### src/hdl/sac_pkg.sv
/*
 * Shared constants, types and decode functions of the converter control.
 * Assumes one clock domain; used through explicit package scope only.
 */
package sac_pkg;

  // ----------------------------------------------------------------
  // Widths and reset values
  // ----------------------------------------------------------------
  localparam int RES_W = 12;
  localparam int PA_N = 5;
  localparam int PB_N = 7;
  localparam int REF_N = 5;
  localparam logic [11:0] SAR_INIT = 12'h800;
  localparam logic [11:0] RESULT_RST = 12'h000;
  localparam logic [3:0] PTR_MSB = 4'hB;
  localparam logic DONE_RST = 1'b0;

  // ----------------------------------------------------------------
  // Channel codes and reference one-hot positions
  // ----------------------------------------------------------------
  localparam logic [3:0] CH_PA_LAST = 4'h4;
  localparam logic [3:0] CH_PB_FIRST = 4'h5;
  localparam logic [3:0] CH_PB_LAST = 4'hB;
  localparam logic [3:0] CH_QUARTER = 4'hC;
  localparam logic [3:0] CH_GROUND = 4'hD;
  localparam int REF_EXT = 0;
  localparam int REF_VDD = 1;
  localparam int REF_4V = 2;
  localparam int REF_3V = 3;
  localparam int REF_2V = 4;

  // ----------------------------------------------------------------
  // Types
  // ----------------------------------------------------------------
  typedef enum logic [2:0] {
    ST_IDLE, ST_SAMPLE, ST_SETTLE, ST_CONVERT, ST_FINISH
  } sac_state_e;

  typedef struct packed {
    logic [1:0] div_sel;
    logic [1:0] samp_sel;
    logic [1:0] res_sel;
    logic ch_en;
    logic [3:0] ch_sel;
    logic ext_ref;
    logic [1:0] int_ref;
  } sac_cfg_s;

  typedef struct packed {
    logic [PA_N-1:0] pa_sel;
    logic [PB_N-1:0] pb_sel;
    logic quarter_sel;
    logic ground_sel;
    logic [REF_N-1:0] ref_sel;
  } sac_route_s;

  // ----------------------------------------------------------------
  // Decode functions
  // ----------------------------------------------------------------
  function automatic logic [4:0] sac_div_ratio(input logic [1:0] sel);
    case (sel)
      2'h0: sac_div_ratio = 5'h10;
      2'h1: sac_div_ratio = 5'h08;
      2'h2: sac_div_ratio = 5'h01;
      default: sac_div_ratio = 5'h02;
    endcase
  endfunction

  function automatic logic [3:0] sac_samp_ticks(input logic [1:0] sel);
    case (sel)
      2'h0: sac_samp_ticks = 4'h1;
      2'h1: sac_samp_ticks = 4'h2;
      2'h2: sac_samp_ticks = 4'h4;
      default: sac_samp_ticks = 4'h8;
    endcase
  endfunction

  function automatic logic [3:0] sac_res_bits(input logic [1:0] sel);
    case (sel)
      2'h0: sac_res_bits = 4'h8;
      2'h1: sac_res_bits = 4'hA;
      default: sac_res_bits = 4'hC;
    endcase
  endfunction

endpackage

### src/hdl/sac_clkdiv.sv
/*
 * Converter clock enable divider.
 * Assumes MCLK is the instruction clock; clear restarts the phase.
 */
`timescale 1ns/1ps
module sac_clkdiv (
  // Clock and reset
  input wire logic clk,
  input wire logic rst_n,
  // Control
  input wire logic clear,
  input wire logic [1:0] sel,
  // Enable pulse
  output logic tick
);

  logic [4:0] cnt_reg;
  logic [4:0] cnt_next;
  logic [4:0] ratio;

  always_comb begin
    ratio = sac_pkg::sac_div_ratio(sel);
    tick = (cnt_reg == ratio - 5'h01) && !clear;
    if (clear || tick) begin
      cnt_next = 5'h00;
    end else begin
      cnt_next = cnt_reg + 5'h01;
    end
  end

  always_ff @(posedge clk) begin
    if (!rst_n) begin
      cnt_reg <= 5'h00;
    end else begin
      cnt_reg <= cnt_next;
    end
  end

endmodule // sac_clkdiv

### src/hdl/sac_sar.sv
/*
 * Successive-approximation trial register, MSB aligned.
 * Assumes comp is high when the input is at or above the trial code.
 */
`timescale 1ns/1ps
module sac_sar (
  // Clock and reset
  input wire logic clk,
  input wire logic rst_n,
  // Control
  input wire logic init,
  input wire logic step,
  input wire logic comp,
  input wire logic [3:0] lsb_idx,
  // State
  output logic [11:0] code,
  output logic last
);

  logic [11:0] code_reg;
  logic [11:0] code_next;
  logic [3:0] ptr_reg;
  logic [3:0] ptr_next;

  always_comb begin
    code_next = code_reg;
    ptr_next = ptr_reg;
    if (init) begin
      code_next = sac_pkg::SAR_INIT;
      ptr_next = sac_pkg::PTR_MSB;
    end else if (step) begin
      code_next[ptr_reg] = comp;
      if (ptr_reg > lsb_idx) begin
        code_next[ptr_reg - 4'h1] = 1'b1;
        ptr_next = ptr_reg - 4'h1;
      end
    end
  end

  always_ff @(posedge clk) begin
    if (!rst_n) begin
      code_reg <= 12'h000;
      ptr_reg <= 4'h0;
    end else begin
      code_reg <= code_next;
      ptr_reg <= ptr_next;
    end
  end

  assign code = code_reg;
  assign last = (ptr_reg == lsb_idx);

endmodule // sac_sar

### src/hdl/sac_ctrl.sv
/*
 * Conversion control of a successive-approximation converter: timing,
 * bit sequencing, done flag, interrupt pulse and analog routing selects.
 * Assumes all inputs are synchronous to MCLK and that the comparator
 * result is settled one MCLK after the trial code changes.
 */
// Overview of operation
// - Converter clock is instruction clock divided 16/8/1/2.
// - Sampling lasts 1, 2, 4 or 8 converter clocks.
// - Resolution 8, 10 or 12 bits by select.
// - Conversion takes sampling plus bits plus two clocks.
// - One result bit per converter clock.
// - Start request begins conversion when converter enabled.
// - Done flag low while busy, high when finished.
// - Interrupt on done rising with both enables set.
// - Channel codes select port A and B pins.
// - Codes for quarter supply, ground, or nothing.
// - External reference pin or internal level as reference.
// - Analog-only bit disconnects that pin's digital function.
`timescale 1ns/1ps
module sac_ctrl (
  // Clock and reset
  input wire logic MCLK,
  input wire logic RESETN,
  // Configuration
  input wire logic [1:0] CONVERTER_CLOCK_DIVIDER_SELECT,
  input wire logic [1:0] SAMPLE_WIDTH_SELECT,
  input wire logic [1:0] RESOLUTION_SELECT,
  input wire logic CHANNEL_MASTER_ENABLE,
  input wire logic [3:0] INPUT_CHANNEL_SELECT,
  input wire logic EXTERNAL_REF_ENABLE,
  input wire logic [1:0] INTERNAL_REF_LEVEL,
  input wire logic [sac_pkg::PA_N-1:0] PORTA_ANALOG_ONLY,
  input wire logic [sac_pkg::PB_N-1:0] PORTB_ANALOG_ONLY,
  // Control
  input wire logic CONVERTER_ENABLE,
  input wire logic CONVERSION_START,
  input wire logic CONVERSION_IRQ_ENABLE,
  input wire logic GLOBAL_IRQ_ENABLE,
  // Analog front end
  input wire logic COMPARATOR_OUT,
  output logic [sac_pkg::RES_W-1:0] TRIAL_CODE,
  output logic SAMPLE_PULSE,
  output logic CONVERTER_CLOCK,
  output sac_pkg::sac_route_s ANALOG_ROUTE,
  output logic [sac_pkg::PA_N-1:0] PORTA_DIGITAL_OFF,
  output logic [sac_pkg::PB_N-1:0] PORTB_DIGITAL_OFF,
  // Status
  output logic CONVERSION_DONE,
  output logic [sac_pkg::RES_W-1:0] CONVERSION_RESULT,
  output logic CONVERSION_IRQ
);

  // ----------------------------------------------------------------
  // Declarations
  // ----------------------------------------------------------------
  sac_pkg::sac_state_e state_reg;
  sac_pkg::sac_state_e state_next;
  sac_pkg::sac_cfg_s cfg_live;
  sac_pkg::sac_cfg_s cap_reg;
  sac_pkg::sac_cfg_s cap_next;
  sac_pkg::sac_cfg_s cfg_eff;
  sac_pkg::sac_route_s route_reg;
  sac_pkg::sac_route_s route_next;
  logic [3:0] samp_cnt_reg;
  logic [3:0] samp_cnt_next;
  logic done_reg;
  logic done_next;
  logic irq_reg;
  logic irq_next;
  logic [11:0] result_reg;
  logic [11:0] result_next;
  logic [sac_pkg::PA_N-1:0] pa_off_reg;
  logic [sac_pkg::PB_N-1:0] pb_off_reg;
  logic busy;
  logic start_ok;
  logic tick;
  logic sar_init;
  logic sar_step;
  logic sar_last;
  logic [11:0] sar_code;
  logic [3:0] lsb_idx;

  assign cfg_live = '{div_sel: CONVERTER_CLOCK_DIVIDER_SELECT,
                      samp_sel: SAMPLE_WIDTH_SELECT,
                      res_sel: RESOLUTION_SELECT,
                      ch_en: CHANNEL_MASTER_ENABLE,
                      ch_sel: INPUT_CHANNEL_SELECT,
                      ext_ref: EXTERNAL_REF_ENABLE,
                      int_ref: INTERNAL_REF_LEVEL};

  assign busy = (state_reg != sac_pkg::ST_IDLE);
  // Live settings only reach the datapath while idle
  assign cfg_eff = busy ? cap_reg : cfg_live;
  assign start_ok = CONVERSION_START && CONVERTER_ENABLE && !busy;
  assign lsb_idx = 4'(sac_pkg::RES_W) - sac_pkg::sac_res_bits(cap_reg.res_sel);

  // ----------------------------------------------------------------
  // Converter clock and trial register
  // ----------------------------------------------------------------
  // Divider restarts on start so conversion time does not depend on phase
  sac_clkdiv u_clkdiv (
    .clk(MCLK),
    .rst_n(RESETN),
    .clear(start_ok),
    .sel(cfg_eff.div_sel),
    .tick(tick)
  );

  sac_sar u_sar (
    .clk(MCLK),
    .rst_n(RESETN),
    .init(sar_init),
    .step(sar_step),
    .comp(COMPARATOR_OUT),
    .lsb_idx(lsb_idx),
    .code(sar_code),
    .last(sar_last)
  );

  // ----------------------------------------------------------------
  // Sequencer
  // ----------------------------------------------------------------
  always_comb begin
    state_next = state_reg;
    cap_next = cap_reg;
    samp_cnt_next = samp_cnt_reg;
    done_next = done_reg;
    result_next = result_reg;
    sar_init = 1'b0;
    sar_step = 1'b0;
    if (busy && !CONVERTER_ENABLE) begin
      // Disabling aborts; old result stays, done stays low
      state_next = sac_pkg::ST_IDLE;
    end else begin
      case (state_reg)
        sac_pkg::ST_IDLE: begin
          if (start_ok) begin
            cap_next = cfg_live;
            samp_cnt_next = 4'h0;
            done_next = 1'b0;
            sar_init = 1'b1;
            state_next = sac_pkg::ST_SAMPLE;
          end
        end
        sac_pkg::ST_SAMPLE: begin
          if (tick) begin
            if (samp_cnt_reg == sac_pkg::sac_samp_ticks(cap_reg.samp_sel) - 4'h1) begin
              state_next = sac_pkg::ST_SETTLE;
            end
            samp_cnt_next = samp_cnt_reg + 4'h1;
          end
        end
        sac_pkg::ST_SETTLE: begin
          if (tick) begin
            state_next = sac_pkg::ST_CONVERT;
          end
        end
        sac_pkg::ST_CONVERT: begin
          if (tick) begin
            sar_step = 1'b1;
            if (sar_last) begin
              state_next = sac_pkg::ST_FINISH;
            end
          end
        end
        sac_pkg::ST_FINISH: begin
          if (tick) begin
            result_next = sar_code;
            done_next = 1'b1;
            state_next = sac_pkg::ST_IDLE;
          end
        end
        default: begin
          state_next = sac_pkg::ST_IDLE;
        end
      endcase
    end
    irq_next = done_next && !done_reg && CONVERSION_IRQ_ENABLE && GLOBAL_IRQ_ENABLE;
  end

  // ----------------------------------------------------------------
  // Analog routing
  // ----------------------------------------------------------------
  always_comb begin
    route_next = '0;
    if (cfg_eff.ch_en) begin
      if (cfg_eff.ch_sel <= sac_pkg::CH_PA_LAST) begin
        route_next.pa_sel[cfg_eff.ch_sel[2:0]] = 1'b1;
      end else if (cfg_eff.ch_sel <= sac_pkg::CH_PB_LAST) begin
        route_next.pb_sel[3'(cfg_eff.ch_sel - sac_pkg::CH_PB_FIRST)] = 1'b1;
      end else if (cfg_eff.ch_sel == sac_pkg::CH_QUARTER) begin
        route_next.quarter_sel = 1'b1;
      end else if (cfg_eff.ch_sel == sac_pkg::CH_GROUND) begin
        route_next.ground_sel = 1'b1;
      end
    end
    if (cfg_eff.ext_ref) begin
      route_next.ref_sel[sac_pkg::REF_EXT] = 1'b1;
    end else begin
      case (cfg_eff.int_ref)
        2'h3: route_next.ref_sel[sac_pkg::REF_VDD] = 1'b1;
        2'h2: route_next.ref_sel[sac_pkg::REF_4V] = 1'b1;
        2'h1: route_next.ref_sel[sac_pkg::REF_3V] = 1'b1;
        default: route_next.ref_sel[sac_pkg::REF_2V] = 1'b1;
      endcase
    end
  end

  // ----------------------------------------------------------------
  // Registers
  // ----------------------------------------------------------------
  always_ff @(posedge MCLK) begin
    if (!RESETN) begin
      state_reg <= sac_pkg::ST_IDLE;
      cap_reg <= '0;
      samp_cnt_reg <= 4'h0;
      done_reg <= sac_pkg::DONE_RST;
      irq_reg <= 1'b0;
      result_reg <= sac_pkg::RESULT_RST;
      route_reg <= '0;
      pa_off_reg <= '0;
      pb_off_reg <= '0;
    end else begin
      state_reg <= state_next;
      cap_reg <= cap_next;
      samp_cnt_reg <= samp_cnt_next;
      done_reg <= done_next;
      irq_reg <= irq_next;
      result_reg <= result_next;
      route_reg <= route_next;
      pa_off_reg <= PORTA_ANALOG_ONLY;
      pb_off_reg <= PORTB_ANALOG_ONLY;
    end
  end

  assign TRIAL_CODE = sar_code;
  assign SAMPLE_PULSE = (state_reg == sac_pkg::ST_SAMPLE);
  assign CONVERTER_CLOCK = tick && busy;
  assign ANALOG_ROUTE = route_reg;
  assign PORTA_DIGITAL_OFF = pa_off_reg;
  assign PORTB_DIGITAL_OFF = pb_off_reg;
  assign CONVERSION_DONE = done_reg;
  assign CONVERSION_RESULT = result_reg;
  assign CONVERSION_IRQ = irq_reg;

  // ----------------------------------------------------------------
  // Assertions
  // ----------------------------------------------------------------
  logic [4:0] gap_reg;
  logic [5:0] ticks_reg;

  // Cycles since last tick and ticks since start, for timing checks
  always_ff @(posedge MCLK) begin
    if (!RESETN) begin
      gap_reg <= 5'h00;
      ticks_reg <= 6'h00;
    end else begin
      gap_reg <= (start_ok || tick) ? 5'h01 : gap_reg + 5'h01;
      if (start_ok) begin
        ticks_reg <= 6'h00;
      end else if (busy && tick) begin
        ticks_reg <= ticks_reg + 6'h01;
      end
    end
  end
endmodule // sac_ctrl

### config.mk
export PLATFORM = sky130hd
export DESIGN_NAME = sac_ctrl
export DESIGN_NICKNAME = d
export VERILOG_FILES = /design/src/hdl/sac_pkg.sv /design/src/hdl/sac_clkdiv.sv /design/src/hdl/sac_sar.sv /design/src/hdl/sac_ctrl.sv
export SDC_FILE = /design/constraint.sdc
export NUM_CORES = 1
export LEC_CHECK = 0
export BUFFER_PORTS_ARGS = -buffer_cell sky130_fd_sc_hd__buf_2
export CAP_MARGIN = 30
export CELL_PAD_IN_SITES_DETAIL_PLACEMENT = 0
export CELL_PAD_IN_SITES_GLOBAL_PLACEMENT = 1
export CORE_ASPECT_RATIO = 0.9
export CORE_MARGIN = 4
export CORE_UTILIZATION = 40
export DETAILED_ROUTE_END_ITERATION = 10
export GPL_ROUTABILITY_DRIVEN = 0
export GPL_TIMING_DRIVEN = 0
export PLACE_DENSITY_LB_ADDON = 0.1
export SLEW_MARGIN = 20
export SYNTH_ARGS = -nofsm -noshare
export SYNTH_HDL_FRONTEND = slang
export SYNTH_SLANG_ARGS = --single-unit
### constraint.sdc
create_clock -name MCLK -period 4.4 [get_ports MCLK]
set_clock_uncertainty 0.2 [all_clocks]
set_input_delay 0.88 -clock MCLK [delete_from_list [all_inputs] [get_ports MCLK]]
set_output_delay 0.88 -clock MCLK [all_outputs]
set_load 0.005 [all_outputs]
# After elaboration in Yosys (flattened, before gate mapping)
# Index checks and enable logic that the tools add are counted.
[totals]
ff_bits = 87
latch_bits = 0
ramBits = 0
rom_bits = 0
output_inout_bits = 59
mem_count = 0
[classes]
addsub = 7
mul = 0
n_div = 0
order_cmp = 11
eq_ne = 24
shifts = 0
n_mux = 50
n_bitwise = 5
n_reduce_logical = 40
[ops]
columns = ["cell", "n"]
rows = [
  ["12-bit 2-to-1 mux", 3],
  ["4-bit 2-to-1 mux", 8],
  ["3-bit 2-to-1 mux", 7],
  ["1-bit 2-to-1 mux", 20],
  ["3-bit one-hot mux with 5 select lines", 1],
  ["5-bit one-hot mux with 3 select lines", 1],
  ["14-bit 2-to-1 mux", 1],
  ["12-bit bitwise mux", 1],
  ["1-bit logical AND", 12],
  ["12-bit OR", 1],
  ["4-bit one-hot mux with 3 select lines", 1],
  ["4-bit by 5-bit < comparator with 1-bit output (second input constant)", 2],
  ["3-bit AND reduction", 3],
  ["1-bit demux with 4-bit select", 2],
  ["2-bit by 1-bit equality test with 1-bit output (second input constant)", 4],
  ["2-bit equality test (second input constant)", 4],
  ["4-bit equality test", 2],
  ["4-bit equality test (second input constant)", 2],
  ["4-bit by 1-bit >= comparator with 1-bit output (second input constant)", 2],
  ["3-bit by 4-bit < comparator with 1-bit output (second input constant)", 2],
  ["2-bit != test (second input constant)", 4],
  ["4-bit one-hot mux with 2 select lines", 1],
  ["2-bit OR reduction", 4],
  ["4-bit OR reduction", 2],
  ["other kinds (30)", 47],
]

# Logic depth before layout (Yosys ltp)
[depth]
ltp_word = 15
mapped_depth = 9
depth_no_buf = 8

# Modules after synthesis
# From an unflattened synthesis, not the netlist that was laid out.
[hier_totals]
cells_unflattened = 473
hier_area_um2 = 4172.8
[by_module_without_submodules]
columns = ["module", "n_inst", "cells_per_inst", "area_per_inst_um2", "seq_area_each_um2"]
rows = [
  ["sac_ctrl", 1, 316, 2727.6, 1321.3],
  ["sac_sar", 1, 128, 1156.1, 320.3],
  ["sac_clkdiv", 1, 29, 289.0, 100.1],
]

# Worst setup path after synthesis
# Ideal clock, no wire load.
[synth_path]
kind = "input to output"
start = "input port CONVERTER_CLOCK_DIVIDER_SELECT[1]"
end = "output port CONVERTER_CLOCK"
t_arrival_ns = 2.400
t_required_ns = 3.320
slack_ns = 0.920
cell_stages = 6
path_buffers = 1
path_cell_list = "or4b_4 and3_1 or3_4 a21oi_1 buf_2 nor2b_1"
[synth_between]
elab_chain_cells = 7
elab_cells_between_ends = 9
[synth_lines]
columns = ["item", "line_no", "text"]
rows = [
  ["from (decl)", "sac_ctrl.sv:26", "input wire logic [1:0] CONVERTER_CLOCK_DIVIDER_SELECT,"],
  ["14-bit 2-to-1 mux (*)", "sac_ctrl.sv:94", "assign cfg_eff = busy ? cap_reg : cfg_live;"],
  ["2-bit equality test, or another cell as far along", "sac_pkg.sv:62", "case (sel)"],
  ["5-bit one-hot mux with 3 select lines (*)", "sac_pkg.sv:62", ""],
  ["5-bit by 1-bit subtractor with 5-bit output (*)", "sac_clkdiv.sv:23", "tick = (cnt_reg == ratio - 5'h01) && !clear;"],
  ["5-bit equality test (*)", "sac_clkdiv.sv:23", ""],
  ["1-bit logical AND (*)", "sac_clkdiv.sv:23", ""],
  ["1-bit logical AND (*)", "n/a", ""],
  ["to (decl)", "sac_ctrl.sv:44", "output logic CONVERTER_CLOCK,"],
]
# Mark *: on every way between the ends. The rest lies on a longest branch, timed or not.

# Final worst setup path
# Same ends and word-level chain as after synthesis.

==> results.py <==
metrics = {
    "outcome": {
        "status": "finished, final reports clean",
    },
    "hold_path": {
        "worst_hold_startpoint": "cap_reg[3]",
        "holdPathEnd": "cap_reg[3]",
        "hold_path.class": "reg -> reg",
        "hold_depth": 2,
    },
    "setup_path": {
        "path_class": "in -> out",
        "worst-r2r-cell-count": 9,
        "critPathMostFrequentCell": "buf_2",
        "cp_num_buf_inv": 3,
        "required_ns": 3.32,
        "worstSetupEndpointType": "output port",
        "arrival_ns": 2.80,
        "setup.worst_path.start_class": "input port",
        "crit_chain": "buf_2, or4b_4, and3_1, or3_4, a21oi_1, buf_2, nor2b_1, buf_2",
        "cp_max_fo": 10,
        "reg2reg_to": "ANALOG_ROUTE[9]",
        "r2r_slack_ns": 1.26,
        "cpMaxStageDelayCell": "or4b_4",
        "r2r-start": "state_reg[2]",
        "crit_family": "simple AND/OR/NAND/NOR gates",
        "crit_path_max_incr_delay_ns": 0.49,
    },
    "timing": {
        "rsz0062_at_grt": "no",
        "max-slew-margin-rel": 0.3883,
        "slew_violations": 0,
        "max_freq_mhz": 257.9,
        "setup_tns_ns": 0,
        "finalSetupViolCount": 0,
        "hold_violations": 0,
        "post-route-period-util": 0.8813,
        "hold_ws_ns": 0.2567,
        "worst_slew_pin_slew_ns": 0.9080,
        "post-route-min-period_ns": 3.878,
    },
    "clock_network": {
        "clk_path_buf_depth": 2,
        "numCtsBuffers": 9,
        "cts_tree": "yes",
        "cts.reportedPaths.clkPinSlew_ns": 0.09,
        "cts_root_buf": "clkbuf_8",
        "htreeDepth": 3,
        "hold_buffers": 0,
        "postCtsSetupBuffers": 0,
        "insertion_delay_ns": 0.36,
        "ctsResizeCount": 0,
        "clock_sinks": 87,
    },
    "yosys": {
        "synthDistinctLibCells": 56,
        "syn-cell-area_sq_um": 3973,
        "netlist.area_leader.share": 0.4384,
        "synth_top_family_by_area": "simple AND/OR/NAND/NOR gates",
        "synth-edff-count": 0,
        "synth_ff_type": "dfxtp_1",
        "synthXorXnorAreaFrac": 0.01543,
        "ys_ff_latch": 87,
        "ys_top_cells_by_area": "dfxtp_1, nand2_1, mux2i_1",
        "syn_avg_cell_area_sq_um": 8.867,
        "synthCells": 448,
        "synth_fp_nets": 492,
        "yosys.area_share.simple": 0.2438,
        "synth_compound_area_frac": 0.1531,
        "synth_warnings": 0,
        "synth_mux_area_frac": 0.05921,
        "synthAdderAreaFrac": 0.03465,
        "seq_area_frac_synth": 0.4384,
        "async_flop_share": 0,
        "synth_top_cell_by_area": "dfxtp_1",
    },
    "grt": {
        "grt_start_max_net_pins": 17,
        "grt_antenna_before_repair": 0,
        "grt_pass1_wl_um": 16660,
        "first_global_vias": 3415,
        "grt.total_usage": 0.1785,
        "globalRouteOverflowTotal": 0,
    },
    "drt": {
        "routed_wirelength_um": 9964,
        "wl_per_cell_um": 14.65,
        "drc_errors": 0,
        "dr.pass1.iters": 4,
        "drt_iter0_drc": 204,
        "ant_nets": 0,
        "vias": 3478,
        "vias_per_cell": 5.115,
    },
    "cells_and_area": {
        "mostFrequentLayoutCells": "buf_2, dfxtp_1, nand2_1, nor2_1, a21oi_1",
        "drive_gt1_frac": 0.2437,
        "syn_to_final_growth_pct": 21.54,
        "postLayoutCellArea_sq_um": 4828,
        "num_antenna_cells": 0,
        "nets": 593,
        "layout_commonest_cell": "buf_2",
        "largest_register_ff_count": 19,
    },
    "die": {
        "start_util": 0.4096,
        "ios": 92,
        "die_area_sq_um": 11590,
        "rows": 34,
        "fp.dieH_um": 102.5,
        "core-area_sq_um": 9699,
        "die_x_um": 113.0,
    },
    "power": {
        "p_per_area_nw_per_um2": 352.9,
        "p_leak_uw": 0.002203,
        "total_power_uw": 1704,
        "ir_drop_mv": 0.1885,
    },
    "place": {
        "placed_area_sq_um": 4581,
        "port_buffers": 90,
        "dp_hpwl_um": 7351,
    },
    "flow_run": {
        "drv_cap": 0,
    },
}
## cell usage after synthesis, drive strengths merged (5+ instances only)
master,n
and2,16
mux2i,19
nor2,46
nand2,54
a21oi,27
nand3,11
nor3,23
o21ai,11
nor2b,5
ha,11
and3,14
a221oi,9
clkbuf,17
a211oi,13
inv,13
buf,9
dfxtp,87
## per-layer routing
layer | vias to the layer above | wire [um] | track usage
li1 | 1781 | - | -
met1 | 1624 | 4772 | 0.2369
met2 | 62 | 4581 | 0.2887
met3 | 11 | 498 | 0.05106
met4 | 0 | 111 | 0.04713
met5 | - | 0 | 0
## power by group
part / switching (uW) / total (uW) / internal (uW)
combinational: 118 / 199 / 81.1
sequential: 13.0 / 822 / 809
clock: 301 / 684 / 383
## worst max path at each step
| stage | from | end | slack (ns) | depth (start not counted) |
|---|---|---|---|---|
| finish | CONVERTER_CLOCK_DIVIDER_SELECT[1] | CONVERTER_CLOCK | 0.52 | 8 |
| global route | CONVERTER_CLOCK_DIVIDER_SELECT[1] | CONVERTER_CLOCK | 0.43 | 8 |
| global placement | CONVERTER_CLOCK_DIVIDER_SELECT[1] | CONVERTER_CLOCK | 0.52 | 8 |
| CTS | CONVERTER_CLOCK_DIVIDER_SELECT[1] | CONVERTER_CLOCK | 0.53 | 8 |
| detailed placement | CONVERTER_CLOCK_DIVIDER_SELECT[1] | CONVERTER_CLOCK | 0.54 | 8 |
| floorplan | CONVERTER_CLOCK_DIVIDER_SELECT[1] | CONVERTER_CLOCK | 0.92 | 6 |
## cell families (layout without fill, tap and decap cells)
| kind of cell | Yosys count | count (layout) |
|---|---|---|
| mux | 23 | 23 |
| compound gates | 86 | 86 |
| fa+ha+maj | 11 | 11 |
| xor+xnor | 7 | 7 |
| simple gates | 194 | 194 |
| other cells | 1 | 1 |
| buf+inv | 39 | 145 |
| flops | 87 | 87 |
## worst reg2reg max path, stage by stage (launching register included)
cell and delay, ns:
dfxtp_1 0.31, buf_6 0.13, nor3_4 0.40, clkbuf_1 0.50, mux2i_1 0.31, ha_1 0.35, nor3_1 0.22, a21oi_1 0.07
or3_1 0.41, nor3_1 0.17
## final cells by class
cell class              count  area, sq um
plain buffers              26        167.7
clock buffers               9        123.9
clock inverters             7        123.9
fillers                   961         4871
inverters                  13        48.80
multi-input cells         322         2014
flip-flops and latches     87         1742
well taps                 126        157.7
repair buffers             90        450.4
## metrics by stage
stage | util | worst slack, ns | instances
5_1_grt | 0.4978 | 0.4276 | 680
4_1_cts | 0.4978 | 0.5283 | 680
6_report | 0.4978 | 0.5223 | 680
3_5_place_dp | 0.4723 | 0.5380 | 664
2_1_floorplan | - | 0.9204 | 448
3_3_place_gp | 0.4723 | 0.5165 | 664
Power figures use the tool's default switching activity.
